--- config.mk ---
export PLATFORM = sky130hd
export DESIGN_NAME = floating_logic
export DESIGN_NICKNAME = d
export VERILOG_FILES = /design/src/floating_logic.v /design/src/sync_bits.v /design/src/serial_shifter.v
export VERILOG_INCLUDE_DIRS = /design/src
export SDC_FILE = /design/constraint.sdc
export NUM_CORES = 1
export LEC_CHECK = 0
export BUFFER_PORTS_ARGS = -buffer_cell sky130_fd_sc_hd__buf_2
export CORE_MARGIN = 8
export CORE_UTILIZATION = 64
export DETAILED_ROUTE_END_ITERATION = 12
export GPL_ROUTABILITY_DRIVEN = 0
export MAX_ROUTING_LAYER = met4
export PLACE_DENSITY = 0.84
export SKIP_CTS_REPAIR_TIMING = 1
export SLEW_MARGIN = 20
export SYNTH_ARGS = -nofsm -noshare
export SYNTH_HDL_FRONTEND = slang
export SYNTH_HIERARCHICAL = 1
export SYNTH_SLANG_ARGS = --single-unit
export TNS_END_PERCENT = 30
--- constraint.sdc ---
create_clock -name clk -period 4.11 [get_ports clk]
set_input_delay 0.411 -clock clk [delete_from_list [all_inputs] [get_ports clk]]
set_output_delay 0.411 -clock clk [all_outputs]
set_load 0.05 [all_outputs]
--- src/float_logic_consts.vh ---
`ifndef FLOAT_LOGIC_CONSTS_VH
`define FLOAT_LOGIC_CONSTS_VH

////////////////////////////////////////////////////////////////////////////////
// clock and timing
`define CLK_HZ           200000000
`define CLK_PERIOD_PS    5000
`define SAMPLE_PERIOD_PS 2660000
`define CFG_RATE_BPS     1500000
`define PANEL_RATE_BPS   93750

////////////////////////////////////////////////////////////////////////////////
// memory map
`define RAM_TOP          16'h1ff7
`define REG_BASE         16'h1ff8
`define ROM_BASE         16'h2000

////////////////////////////////////////////////////////////////////////////////
// register indices within the register window
`define REG_CONFIG       3'h0
`define REG_COUNT        3'h1
`define REG_SERIAL       3'h2
`define REG_STATUS       3'h3

////////////////////////////////////////////////////////////////////////////////
// fields
`define CFG_DEST_BIT     0
`define ST_DONE_BIT      0
`define ST_BUSY_BIT      1
`define ST_IRQ_BIT       2
`define ST_COMP_BIT      3
`define CONFIG_RESET     8'h00
`define BYTE_RESET       8'h00
`define SLOPE_W          24
`define SLOPE_LOW_W      8
`define SER_BITS         4'h8

////////////////////////////////////////////////////////////////////////////////
// synchroniser bit positions and idle levels
`define SYNC_W           10
`define SY_POR           0
`define SY_ALE           1
`define SY_RD            2
`define SY_WR            3
`define SY_COMP          4
`define SY_TRIG          5
`define SY_END           6
`define SY_CFG_RET       7
`define SY_PANEL_FROM    8
`define SY_IRQ           9
`define SYNC_IDLE        10'h20c

`endif

--- src/floating_logic.v ---
`timescale 1ns/1ps
`include "float_logic_consts.vh"

module floating_logic #(
    parameter SLOPE_W = `SLOPE_W
) (
    // clock and reset
    input  wire        clk,
    input  wire        rst_n,
    input  wire        ce,
    input  wire        master_power_on_reset_n,
    // host multiplexed bus
    input  wire        ale,
    input  wire [15:0] ad_in,
    output reg  [15:0] ad_out,
    output reg         ad_oe,
    input  wire        bus_read_strobe_n,
    input  wire        bus_write_strobe_n,
    // chip enables
    output reg         ram_ce_n,
    output reg         rom_ce_n,
    output reg         regs_ce_n,
    // converter
    input  wire        comp_in,
    input  wire        meas_trigger,
    input  wire        integ_end,
    output reg         steer_pos,
    output reg         steer_neg,
    // configuration chain
    output reg         cfg_chain_clock,
    output reg         cfg_chain_out,
    input  wire        cfg_chain_return,
    // front panel
    output reg         panel_shift_clock,
    output reg         panel_data_toward,
    input  wire        panel_data_from,
    input  wire        panel_irq_req_n,
    output reg         panel_irq_to_host
);

    ////////////////////////////////////////////////////////////////////////////
    // timing counts

    localparam integer SAMPLE_CYC = `SAMPLE_PERIOD_PS / `CLK_PERIOD_PS;
    localparam integer CFG_HALF_I = `CLK_HZ / (2 * `CFG_RATE_BPS);
    localparam integer PNL_HALF_I = `CLK_HZ / (2 * `PANEL_RATE_BPS);
    localparam [11:0]  CFG_HALF   = CFG_HALF_I[11:0];
    localparam [11:0]  PANEL_HALF = PNL_HALF_I[11:0];
    localparam integer SAMPLE_M1  = SAMPLE_CYC - 1;
    localparam [9:0]   SAMPLE_END = SAMPLE_M1[9:0];

    ////////////////////////////////////////////////////////////////////////////
    // pin synchronisers

    wire [`SYNC_W-1:0] pins_s;
    wire [15:0]        ad_s;

    sync_bits #(
        .W    (`SYNC_W),
        .INIT (`SYNC_IDLE)
    ) u_sync_pins (
        .clk   (clk),
        .rst_n (rst_n),
        .ce    (ce),
        .d     ({panel_irq_req_n, panel_data_from, cfg_chain_return, integ_end,
                 meas_trigger, comp_in, bus_write_strobe_n, bus_read_strobe_n,
                 ale, master_power_on_reset_n}),
        .q     (pins_s)
    );

    sync_bits #(
        .W    (16),
        .INIT (16'h0000)
    ) u_sync_ad (
        .clk   (clk),
        .rst_n (rst_n),
        .ce    (ce),
        .d     (ad_in),
        .q     (ad_s)
    );

    // por pin keeps everything else in reset until it is released
    wire srst_n = rst_n & pins_s[`SY_POR];

    wire ale_s   = pins_s[`SY_ALE];
    wire rd_s    = pins_s[`SY_RD];
    wire wr_s    = pins_s[`SY_WR];
    wire comp_s  = pins_s[`SY_COMP];
    wire trig_s  = pins_s[`SY_TRIG];
    wire end_s   = pins_s[`SY_END];
    wire irq_n_s = pins_s[`SY_IRQ];

    ////////////////////////////////////////////////////////////////////////////
    // edge detection

    reg rd_prev;
    reg wr_prev;
    reg trig_prev;
    reg end_prev;
    reg irq_prev_n;

    always @(posedge clk) begin
        if (!srst_n) begin
            rd_prev    <= 1'b1;
            wr_prev    <= 1'b1;
            trig_prev  <= 1'b0;
            end_prev   <= 1'b0;
            irq_prev_n <= 1'b1;
        end else if (ce) begin
            rd_prev    <= rd_s;
            wr_prev    <= wr_s;
            trig_prev  <= trig_s;
            end_prev   <= end_s;
            irq_prev_n <= irq_n_s;
        end
    end

    wire trig_rise = trig_s & ~trig_prev;
    wire end_rise  = end_s & ~end_prev;
    wire irq_fall  = ~irq_n_s & irq_prev_n;
    wire wr_rise   = wr_s & ~wr_prev;

    ////////////////////////////////////////////////////////////////////////////
    // address latch and decode

    reg [15:0] addr;

    always @(posedge clk) begin
        if (!srst_n) begin
            addr      <= 16'h0000;
            ram_ce_n  <= 1'b1;
            rom_ce_n  <= 1'b1;
            regs_ce_n <= 1'b1;
        end else if (ce && ale_s) begin
            // address is valid on the bus only while the latch enable is high
            addr      <= ad_s;
            ram_ce_n  <= ~(ad_s <= `RAM_TOP);
            regs_ce_n <= ~((ad_s >= `REG_BASE) && (ad_s < `ROM_BASE));
            rom_ce_n  <= ~(ad_s >= `ROM_BASE);
        end
    end

    wire [2:0] reg_idx = addr[2:0];

    ////////////////////////////////////////////////////////////////////////////
    // charge balancing loop

    reg [9:0]         sample_cnt;
    reg [SLOPE_W-1:0] slope_cnt;
    reg [7:0]         slope_count_low;
    reg               comp_level;

    always @(posedge clk) begin
        if (!srst_n) begin
            sample_cnt      <= 10'h000;
            slope_cnt       <= {SLOPE_W{1'b0}};
            slope_count_low <= `BYTE_RESET;
            comp_level      <= 1'b0;
            steer_pos       <= 1'b0;
            steer_neg       <= 1'b0;
        end else if (ce) begin
            // no enable gates the loop: it runs whether or not a trigger came
            if (sample_cnt == SAMPLE_END) begin
                sample_cnt <= 10'h000;
                comp_level <= comp_s;
                // above midpoint pulls down, below pushes up
                steer_neg  <= comp_s;
                steer_pos  <= ~comp_s;
            end else begin
                sample_cnt <= sample_cnt + 10'h001;
            end
            if (trig_rise) begin
                slope_cnt <= {SLOPE_W{1'b0}};
            end else if (sample_cnt == SAMPLE_END && !comp_s) begin
                slope_cnt <= slope_cnt + {{(SLOPE_W-1){1'b0}}, 1'b1};
            end
            if (end_rise) begin
                slope_count_low <= slope_cnt[`SLOPE_LOW_W-1:0];
            end
        end
    end

    ////////////////////////////////////////////////////////////////////////////
    // register writes

    reg  [7:0] config_reg;
    reg  [7:0] tx_byte;
    reg  [7:0] wdata;
    reg        ser_start;
    reg        done_flag;
    reg        irq_flag;
    wire       sh_busy;
    wire       sh_done;
    wire [7:0] rx_byte;
    wire       wr_hit   = wr_rise & ~regs_ce_n;
    wire       st_write = wr_hit && reg_idx == `REG_STATUS;
    wire       panel_sel = config_reg[`CFG_DEST_BIT];

    always @(posedge clk) begin
        if (!srst_n) begin
            config_reg <= `CONFIG_RESET;
            tx_byte    <= `BYTE_RESET;
            wdata      <= `BYTE_RESET;
            ser_start  <= 1'b0;
        end else if (ce) begin
            ser_start <= 1'b0;
            // data is held while the strobe is low, used at its rising edge
            if (!wr_s) begin
                wdata <= ad_s[7:0];
            end
            if (wr_hit && reg_idx == `REG_CONFIG) begin
                config_reg <= wdata;
            end
            // a write while a byte is still shifting is dropped
            if (wr_hit && reg_idx == `REG_SERIAL && !sh_busy) begin
                tx_byte   <= wdata;
                ser_start <= 1'b1;
            end
        end
    end

    ////////////////////////////////////////////////////////////////////////////
    // status flags, write one to clear, hardware set wins

    always @(posedge clk) begin
        if (!srst_n) begin
            done_flag         <= 1'b0;
            irq_flag          <= 1'b0;
            panel_irq_to_host <= 1'b0;
        end else if (ce) begin
            if (sh_done) begin
                done_flag <= 1'b1;
            end else if (st_write && wdata[`ST_DONE_BIT]) begin
                done_flag <= 1'b0;
            end
            if (irq_fall) begin
                irq_flag <= 1'b1;
            end else if (st_write && wdata[`ST_IRQ_BIT]) begin
                irq_flag <= 1'b0;
            end
            panel_irq_to_host <= irq_fall | (irq_flag & ~(st_write & wdata[`ST_IRQ_BIT]));
        end
    end

    ////////////////////////////////////////////////////////////////////////////
    // register reads

    reg [7:0] rdata;

    always @* begin
        rdata = 8'h00;
        case (reg_idx)
            `REG_CONFIG: rdata = config_reg;
            `REG_COUNT:  rdata = slope_count_low;
            `REG_SERIAL: rdata = rx_byte;
            `REG_STATUS: begin
                rdata[`ST_DONE_BIT] = done_flag;
                rdata[`ST_BUSY_BIT] = sh_busy;
                rdata[`ST_IRQ_BIT]  = irq_flag;
                rdata[`ST_COMP_BIT] = comp_level;
            end
            default:     rdata = 8'h00;
        endcase
    end

    always @(posedge clk) begin
        if (!srst_n) begin
            ad_out <= 16'h0000;
            ad_oe  <= 1'b0;
        end else if (ce) begin
            ad_oe  <= ~regs_ce_n & ~rd_s;
            ad_out <= {8'h00, rdata};
        end
    end

    ////////////////////////////////////////////////////////////////////////////
    // serial shifter and routing

    reg  dest_panel;
    wire sh_sclk;
    wire sh_sdo;
    wire sh_sdi = dest_panel ? pins_s[`SY_PANEL_FROM] : pins_s[`SY_CFG_RET];

    serial_shifter #(
        .CFG_HALF   (CFG_HALF),
        .PANEL_HALF (PANEL_HALF)
    ) u_shifter (
        .clk        (clk),
        .rst_n      (srst_n),
        .ce         (ce),
        .start      (ser_start),
        .panel_mode (panel_sel),
        .tx_byte    (tx_byte),
        .sdi        (sh_sdi),
        .sclk       (sh_sclk),
        .sdo        (sh_sdo),
        .busy       (sh_busy),
        .done       (sh_done),
        .rx_byte    (rx_byte)
    );

    // destination is frozen for the whole byte so a config write mid-transfer
    // cannot split it across two targets
    always @(posedge clk) begin
        if (!srst_n) begin
            dest_panel        <= 1'b0;
            cfg_chain_clock   <= 1'b0;
            cfg_chain_out     <= 1'b0;
            panel_shift_clock <= 1'b0;
            panel_data_toward <= 1'b0;
        end else if (ce) begin
            if (ser_start) begin
                dest_panel <= panel_sel;
            end
            // chain only shifts here; its outputs move on the host strobe alone
            cfg_chain_clock   <= sh_sclk & ~dest_panel;
            cfg_chain_out     <= sh_sdo & ~dest_panel;
            // every panel byte clocks one byte back in
            panel_shift_clock <= sh_sclk & dest_panel;
            panel_data_toward <= sh_sdo & dest_panel;
        end
    end

endmodule

--- src/sync_bits.v ---
`timescale 1ns/1ps

// two-flop synchroniser; the first stage feeds only the second
module sync_bits #(
    parameter         W    = 1,
    parameter [W-1:0] INIT = {W{1'b0}}
) (
    // clock and reset
    input  wire         clk,
    input  wire         rst_n,
    input  wire         ce,
    // data
    input  wire [W-1:0] d,
    output reg  [W-1:0] q
);

    reg [W-1:0] meta;

    always @(posedge clk) begin
        if (!rst_n) begin
            meta <= INIT;
            q    <= INIT;
        end else if (ce) begin
            meta <= d;
            q    <= meta;
        end
    end

endmodule

--- src/serial_shifter.v ---
`timescale 1ns/1ps
`include "float_logic_consts.vh"

// eight-bit full-duplex shifter, msb first, clock idles low
module serial_shifter #(
    parameter [11:0] CFG_HALF   = 12'd66,
    parameter [11:0] PANEL_HALF = 12'd1066
) (
    // clock and reset
    input  wire       clk,
    input  wire       rst_n,
    input  wire       ce,
    // control
    input  wire       start,
    input  wire       panel_mode,
    input  wire [7:0] tx_byte,
    // line
    input  wire       sdi,
    output reg        sclk,
    output reg        sdo,
    // result
    output reg        busy,
    output reg        done,
    output reg  [7:0] rx_byte
);

    reg [7:0]  shreg;
    reg [3:0]  bits;
    reg [11:0] phase;
    reg [11:0] half;

    always @(posedge clk) begin
        if (!rst_n) begin
            sclk    <= 1'b0;
            sdo     <= 1'b0;
            busy    <= 1'b0;
            done    <= 1'b0;
            rx_byte <= `BYTE_RESET;
            shreg   <= `BYTE_RESET;
            bits    <= 4'h0;
            phase   <= 12'h000;
            half    <= CFG_HALF;
        end else if (ce) begin
            done <= 1'b0;
            if (!busy) begin
                if (start) begin
                    busy  <= 1'b1;
                    half  <= panel_mode ? PANEL_HALF : CFG_HALF;
                    shreg <= tx_byte;
                    sdo   <= tx_byte[7];
                    bits  <= 4'h0;
                    phase <= 12'h001;
                end
            end else if (phase < half) begin
                phase <= phase + 12'h001;
            end else begin
                phase <= 12'h001;
                sclk  <= ~sclk;
                if (sclk) begin
                    // capture on the falling edge so the far end has a full high half
                    shreg <= {shreg[6:0], sdi};
                    sdo   <= shreg[6];
                    bits  <= bits + 4'h1;
                    if (bits == `SER_BITS - 4'h1) begin
                        busy    <= 1'b0;
                        done    <= 1'b1;
                        rx_byte <= {shreg[6:0], sdi};
                        sdo     <= 1'b0;
                    end
                end
            end
        end
    end

endmodule

[Word-level counts from Yosys, hierarchy flattened]
Cells that the tools add are included.
Word-level totals
  register bits: 195
  bits in latches: 0
  memory bits (writable): 0
  bits in read-only memories: 0
  input bits: 29
  output and inout port bits: 27
  logic and storage cells: 153
  memories kept: 0
Cells by class
  add/subtract/negate cells: 4
  $mul: 0
  divide/modulo/power cells: 0
  magnitude comparators: 5
  equality and inequality tests: 7
  shift operators: 0
  multiplexer cells: 37
  bitwise logic cells: 30
  reductions and logical operators: 30
Operators with widths (number)
  $mux W24: 2
  $mux W12: 3
  $mux W7: 4
  $add A24 B1 Y24 const B: 1
  $mux W1: 20
  $reduce_and A2 Y1: 10
  $ge A16 B13 Y1 const B: 1
  $ge A16 B14 Y1 const B: 1
  $le A16 B13 Y1 const B: 1
  $lt A16 B14 Y1 const B: 1
  $mux W4: 4
  $not A1 Y1: 16
  $pmux W4 S4: 1
  $and A1 B1 Y1: 13
  $add A12 B1 Y12 const B: 1
  $lt A12 B12 Y1: 1
  $pmux W4 S3: 1
  $mux W11: 1
  $add A10 B1 Y10 const B: 1
  $eq A10 B10 Y1 const B: 1
  $mux W10: 1
  $logic_and A1 B1 Y1: 9
  $reduce_bool A2 Y1: 4
  $eq A3 B2 Y1 const B: 2
  11 further kinds: 13

[Depth between registers and ports, before layout]
  depth in word-level cells: 8
  gate-level depth with buffers: 9
  gate-level depth less buffers: 7

[Modules after synthesis]
Netlist, hierarchy kept.
By module, submodules not included
  floating_logic: instances 1, cells each 379, area each 3412.0 um2, seq. area each 1601.5 um2
  serial_shifter: instances 1, cells each 223, area each 1925.6 um2, seq. area each 740.7 um2
  sync_bits at u_sync_ad: instances 1, cells each 103, area each 1243.7 um2, seq. area each 640.6 um2
  sync_bits at u_sync_pins: instances 1, cells each 64, area each 740.7 um2, seq. area each 400.4 um2

[Worst setup path before layout]
No wires, ideal clock.
  path type: register to register
  start: register u_shifter.phase[6]
  end: register u_shifter.phase[7]
  library setup time: 0.070 ns
  data arrival time: 1.893 ns
  required time: 4.040 ns
  setup slack: 2.146 ns
  cell stages (with the launch flop): 7
  path buffers: 0
  period minus slack after synthesis: 1.964 ns
  path through: dfxtp_1 ha_1 a211oi_1 a21bo_4 nand4_1 or3_1 a21oi_1
Between the ends
  cells in the longest elaborated chain, start to end: 3
Ends and longest elaborated chain
  start: declaration: RTL line serial_shifter.v:29  | reg [11:0] phase;
  start signal: assignment: RTL line serial_shifter.v:55  | phase <= phase + 12'h001;
  $add A12 B1 Y12 or $lt A12 B12 Y1 (tied branches): RTL line serial_shifter.v:55, serial_shifter.v:54
  $mux W12 (*): RTL line serial_shifter.v:54  | end else if (phase < half) begin
  $mux W12 (*): RTL line serial_shifter.v:45  | if (!busy) begin
Every way passes the cells marked *; elsewhere a longest branch is shown, timed or not.
A chain may end at the register's enable or synchronous reset.

[Worst setup path in the final report]
  start: register u_shifter.busy
  end: register u_shifter.shreg[0]
Between the ends
  cells in the longest elaborated chain, start to end: 2
Ends and longest elaborated chain
  start: declaration: RTL line serial_shifter.v:22  | output reg busy,
  start signal: assignment: RTL line serial_shifter.v:36  | busy <= 1'b0;
  start signal: assignment: RTL line serial_shifter.v:47  | busy <= 1'b1;
  start signal: assignment: RTL line serial_shifter.v:65  | busy <= 1'b0;
  $ne A2 B1 Y1 (no source line) (tied with other cells)
  $reduce_and A4 Y1 (no source line)
  end signal: assignment: RTL line serial_shifter.v:39  | shreg <= `BYTE_RESET;
  end signal: assignment: RTL line serial_shifter.v:49  | shreg <= tx_byte;
  end signal: assignment: RTL line serial_shifter.v:61  | shreg <= {shreg[6:0], sdi};
  end: declaration: RTL line serial_shifter.v:27  | reg [7:0] shreg;
Several ways; a longest one is shown, not always the timed one.

==> summary.md <==
| Metric | Value |
|---|---|
| Yosys warnings | 6 |
| RSZ-0062 raised after global routing | no |
| Main area contributors after synthesis | dfxtp_1, mux2i_1, nor2b_1 |
| H-tree depth | 4 |
| Tot Pwr | 3.27 mW |
| Internal power | 2.57 mW |
| Multi-input logic area | 0.00361 mm² |
| Asr flop ratio synth | 0% |
| Initial drt markers | 486 |
| GRT overflow | 0 |
| Critical Path Max Stage Delay | 0.94 ns |
| Placed Area | 0.00748 mm² |
| WP data required | 4.46 ns |
| Detailed Route WL | 15.7 mm |
| Die X | about 120 µm |
| Final worst setup slack | 1.42 ns |
| Period minus WS final | 2.69 ns |
| Final ANT Viol Nets | 0 |
| DRC errors left | 0 |
| Maxcap violations | 0 |
| Die footprint | 0.0151 mm² |
| Main synth FF type | dfxtp_1 |
| CTS Sinks | between 150 and 200 |
| Largest net degree at the start of global routing | 54 |
| CTS Root Buffer Type | clkbuf_16 |
| Combinational group share of total power | 3.8% |
| Power per cell area | slightly above 400 mW/mm² |
| Hold WC Path Type | in -> reg |
| Final setup viols | 0 |
| Final hold violations | 0 |
| Via count | around 5600 |
| Synth cell types | ~60 |
| Dpl cells | 920 |
| DP Worst Slack | approximately 1.2 ns |
| Row cnt | 39 |
| Initial core utilization | 65.0% |
| Antenna violations before repair | 0 |
| Crit-path slowest cell | dfxtp_1 |
| Commonest non-fill, non-tap cells in the layout | dfxtp_1, mux2i_1, nand2_1 |
| Register share of total power | 51.3% |
| Crit-path cells | o21ai_1, a311oi_4, nand3_1, o21ai_1 |
| Startpoint Class | flop |
| Vias in the first global route | between 5000 and 6000 |
| Post-Layout Cell Count | roughly 950 |
| CP arrival | 3.04 ns |
| CTS tree | yes |
| Final net count | 833 |
| Fin Hold WS | 0.204 ns |
| IO Count | 56 |
| DR pass1 iterations | 5 |
| Area leader, netlist | dfxtp_1 |
| Core area | 0.0113 mm² |
| Crit path buf inv count | 0 |
| Vias/cell | 5.85 |
| Slew margin rel. | between 20% and 30% |
| #FFs+latches synth | 169 |
| CP Class | reg -> reg |
| Synthesized area per cell | around 9.5 µm² |
| Tot GR Track Use | 21.8% |
| TritonCTS buffer count | 17 |
| Maximum clock frequency | 372 MHz |
| Mapped Area | 0.00732 mm² |
| First-pass GRT wire length | 25.9 mm |
| Biggest registers after layout | u_sync_ad/meta: 16 flops, u_sync_ad/q: 16 flops, u_shifter/phase: 12 flops |
| Pleak | ~3 nW |
| ANT cells | 0 |
| Final Util | 71.2% |
| Worst IR Drop VDD | 0.356 mV |
| DP Wirelength | 10.7 mm |
| WL/cell | about 16 µm |
| Switching Power | 0.705 mW |
| Final Cycle Share | between 60% and 70% |
| Insertion delay to the later sink of the worst-skew pair | 0.43 ns |
| Outcome | completed |
| Chip height | 123 µm |
| Cell family contributing the most delay on the critical path | compound AO/OA/AOI/OAI gates |
| IO Port Bufs | 47 |
| Clock share of power | ~45% |
| Least-Margin Pin Slew | 1.06 ns |
| Crit Path Max Fanout | 27 |
| Skew final | roughly 0.0063 ns |
| Area grow syn2layout | 9.59% |
| Sequential cell area | 0.00338 mm² |
| Switching share of total power | a little over a fifth |
| Yosys top cell area share | between 40% and 50% |
| Layout cells sized above 1 | 12.9% |
| Cells after synthesis | ~770 |
| Setup TNS | 0 ns |
| Fin. max-slew vios | 0 |
| Worst-path clk slew | 0.06 ns |
| Post-synth EDFFs | 0 |
| Final standard cell area without fillers | 0.00802 mm² |
| Kind of end point of the critical path | flop |
| Most used cell along the critical path | o21ai_1 |
| Seq/Total Area, Yosys | between 40% and 50% |
| Fillers | 814 |
| Commonest non-fill, non-tap cell in the layout | dfxtp_1 |
| Clock buffer depth | 2 |
-- path summary, 6_finish.rpt --
path	startpoint	slack, ns	depth (start not counted)	end
setup reg to reg	u_shifter/busy$_SDFFE_PN0P_	1.42	4	u_shifter/shreg[0]$_SDFFE_PN0P_
hold reg to reg	steer_pos$_SDFFE_PN0P_	0.46	2	steer_pos$_SDFFE_PN0P_
hold / removal	bus_write_strobe_n	0.20	3	u_sync_pins/meta[3]$_SDFFE_PN1P_
setup / recovery	u_shifter/busy$_SDFFE_PN0P_	1.42	4	u_shifter/shreg[0]$_SDFFE_PN0P_
-- worst min-delay path, cell delays in order --
cell	delay, ns
buf_2	0.07
mux2i_1	0.05
nand2_1	0.06
-- Yosys cell counts (3+ instances only) --
| cell type | number |
|---|---|
| mux2i_1 | 94 |
| o21a_1 | 3 |
| dfxtp_1 | 169 |
| nor2_1 | 67 |
| nand2b_1 | 8 |
| nor3_1 | 5 |
| o2bb2ai_1 | 4 |
| buf_2 | 7 |
| buf_1 | 5 |
| o211ai_1 | 3 |
| buf_6 | 4 |
| a31oi_1 | 14 |
| ha_1 | 8 |
| xor2_1 | 5 |
| clkbuf_1 | 21 |
| o21ai_0 | 9 |
| mux4_2 | 4 |
| buf_4 | 10 |
| nand3_1 | 33 |
| nand2_1 | 82 |
| buf_12 | 3 |
| mux2_2 | 8 |
| or3_1 | 10 |
| nand4_1 | 13 |
| and3_1 | 7 |
| nor2b_1 | 65 |
| o21ai_1 | 10 |
| xnor2_1 | 9 |
| inv_1 | 10 |
| a21oi_1 | 37 |
-- layer usage --
layer / track usage (%) / vias to the layer above / share of wire (%)
li1: - / 2711 / -
met1: 26.1 / 2635 / 44
met2: 35.3 / 180 / 48
met3: 4.25 / 38 / 5.3
met4: 9.67 / 0 / 2.3
met5: - / - / 0
-- cell type report --
type | instances | share of cell area [%]
well taps | 143 | 2.23
inverters | 11 | 0.515
multi-input cells | 546 | 45.0
repair buffers | 51 | 3.34
flip-flops and latches | 169 | 42.2
clock inverters | 9 | 0.936
clock buffers | 22 | 5.79
-- power by group through the flow --
stage / clock network (mW) / registers, mW / logic (mW)
2_1_floorplan: 0 / 1.71 / 0.113
3_3_place_gp: 0 / 1.71 / 0.120
3_5_place_dp: 0 / 1.71 / 0.125
4_1_cts: 1.49 / 1.68 / 0.126
5_1_grt: 1.55 / 1.68 / 0.137
6_report: 1.47 / 1.68 / 0.126
-- logic make-up after synthesis --
kind of cell	after synthesis	share of synthesized area (%)
xor+xnor	14	1.67
fa+ha+maj	8	1.37
mux	106	15.3
buf+inv	61	4.84
other cells	1	0.0512
compound gates	99	8.82
simple gates	311	21.7
flops	169	46.2
Power figures use the tool's default switching activity.
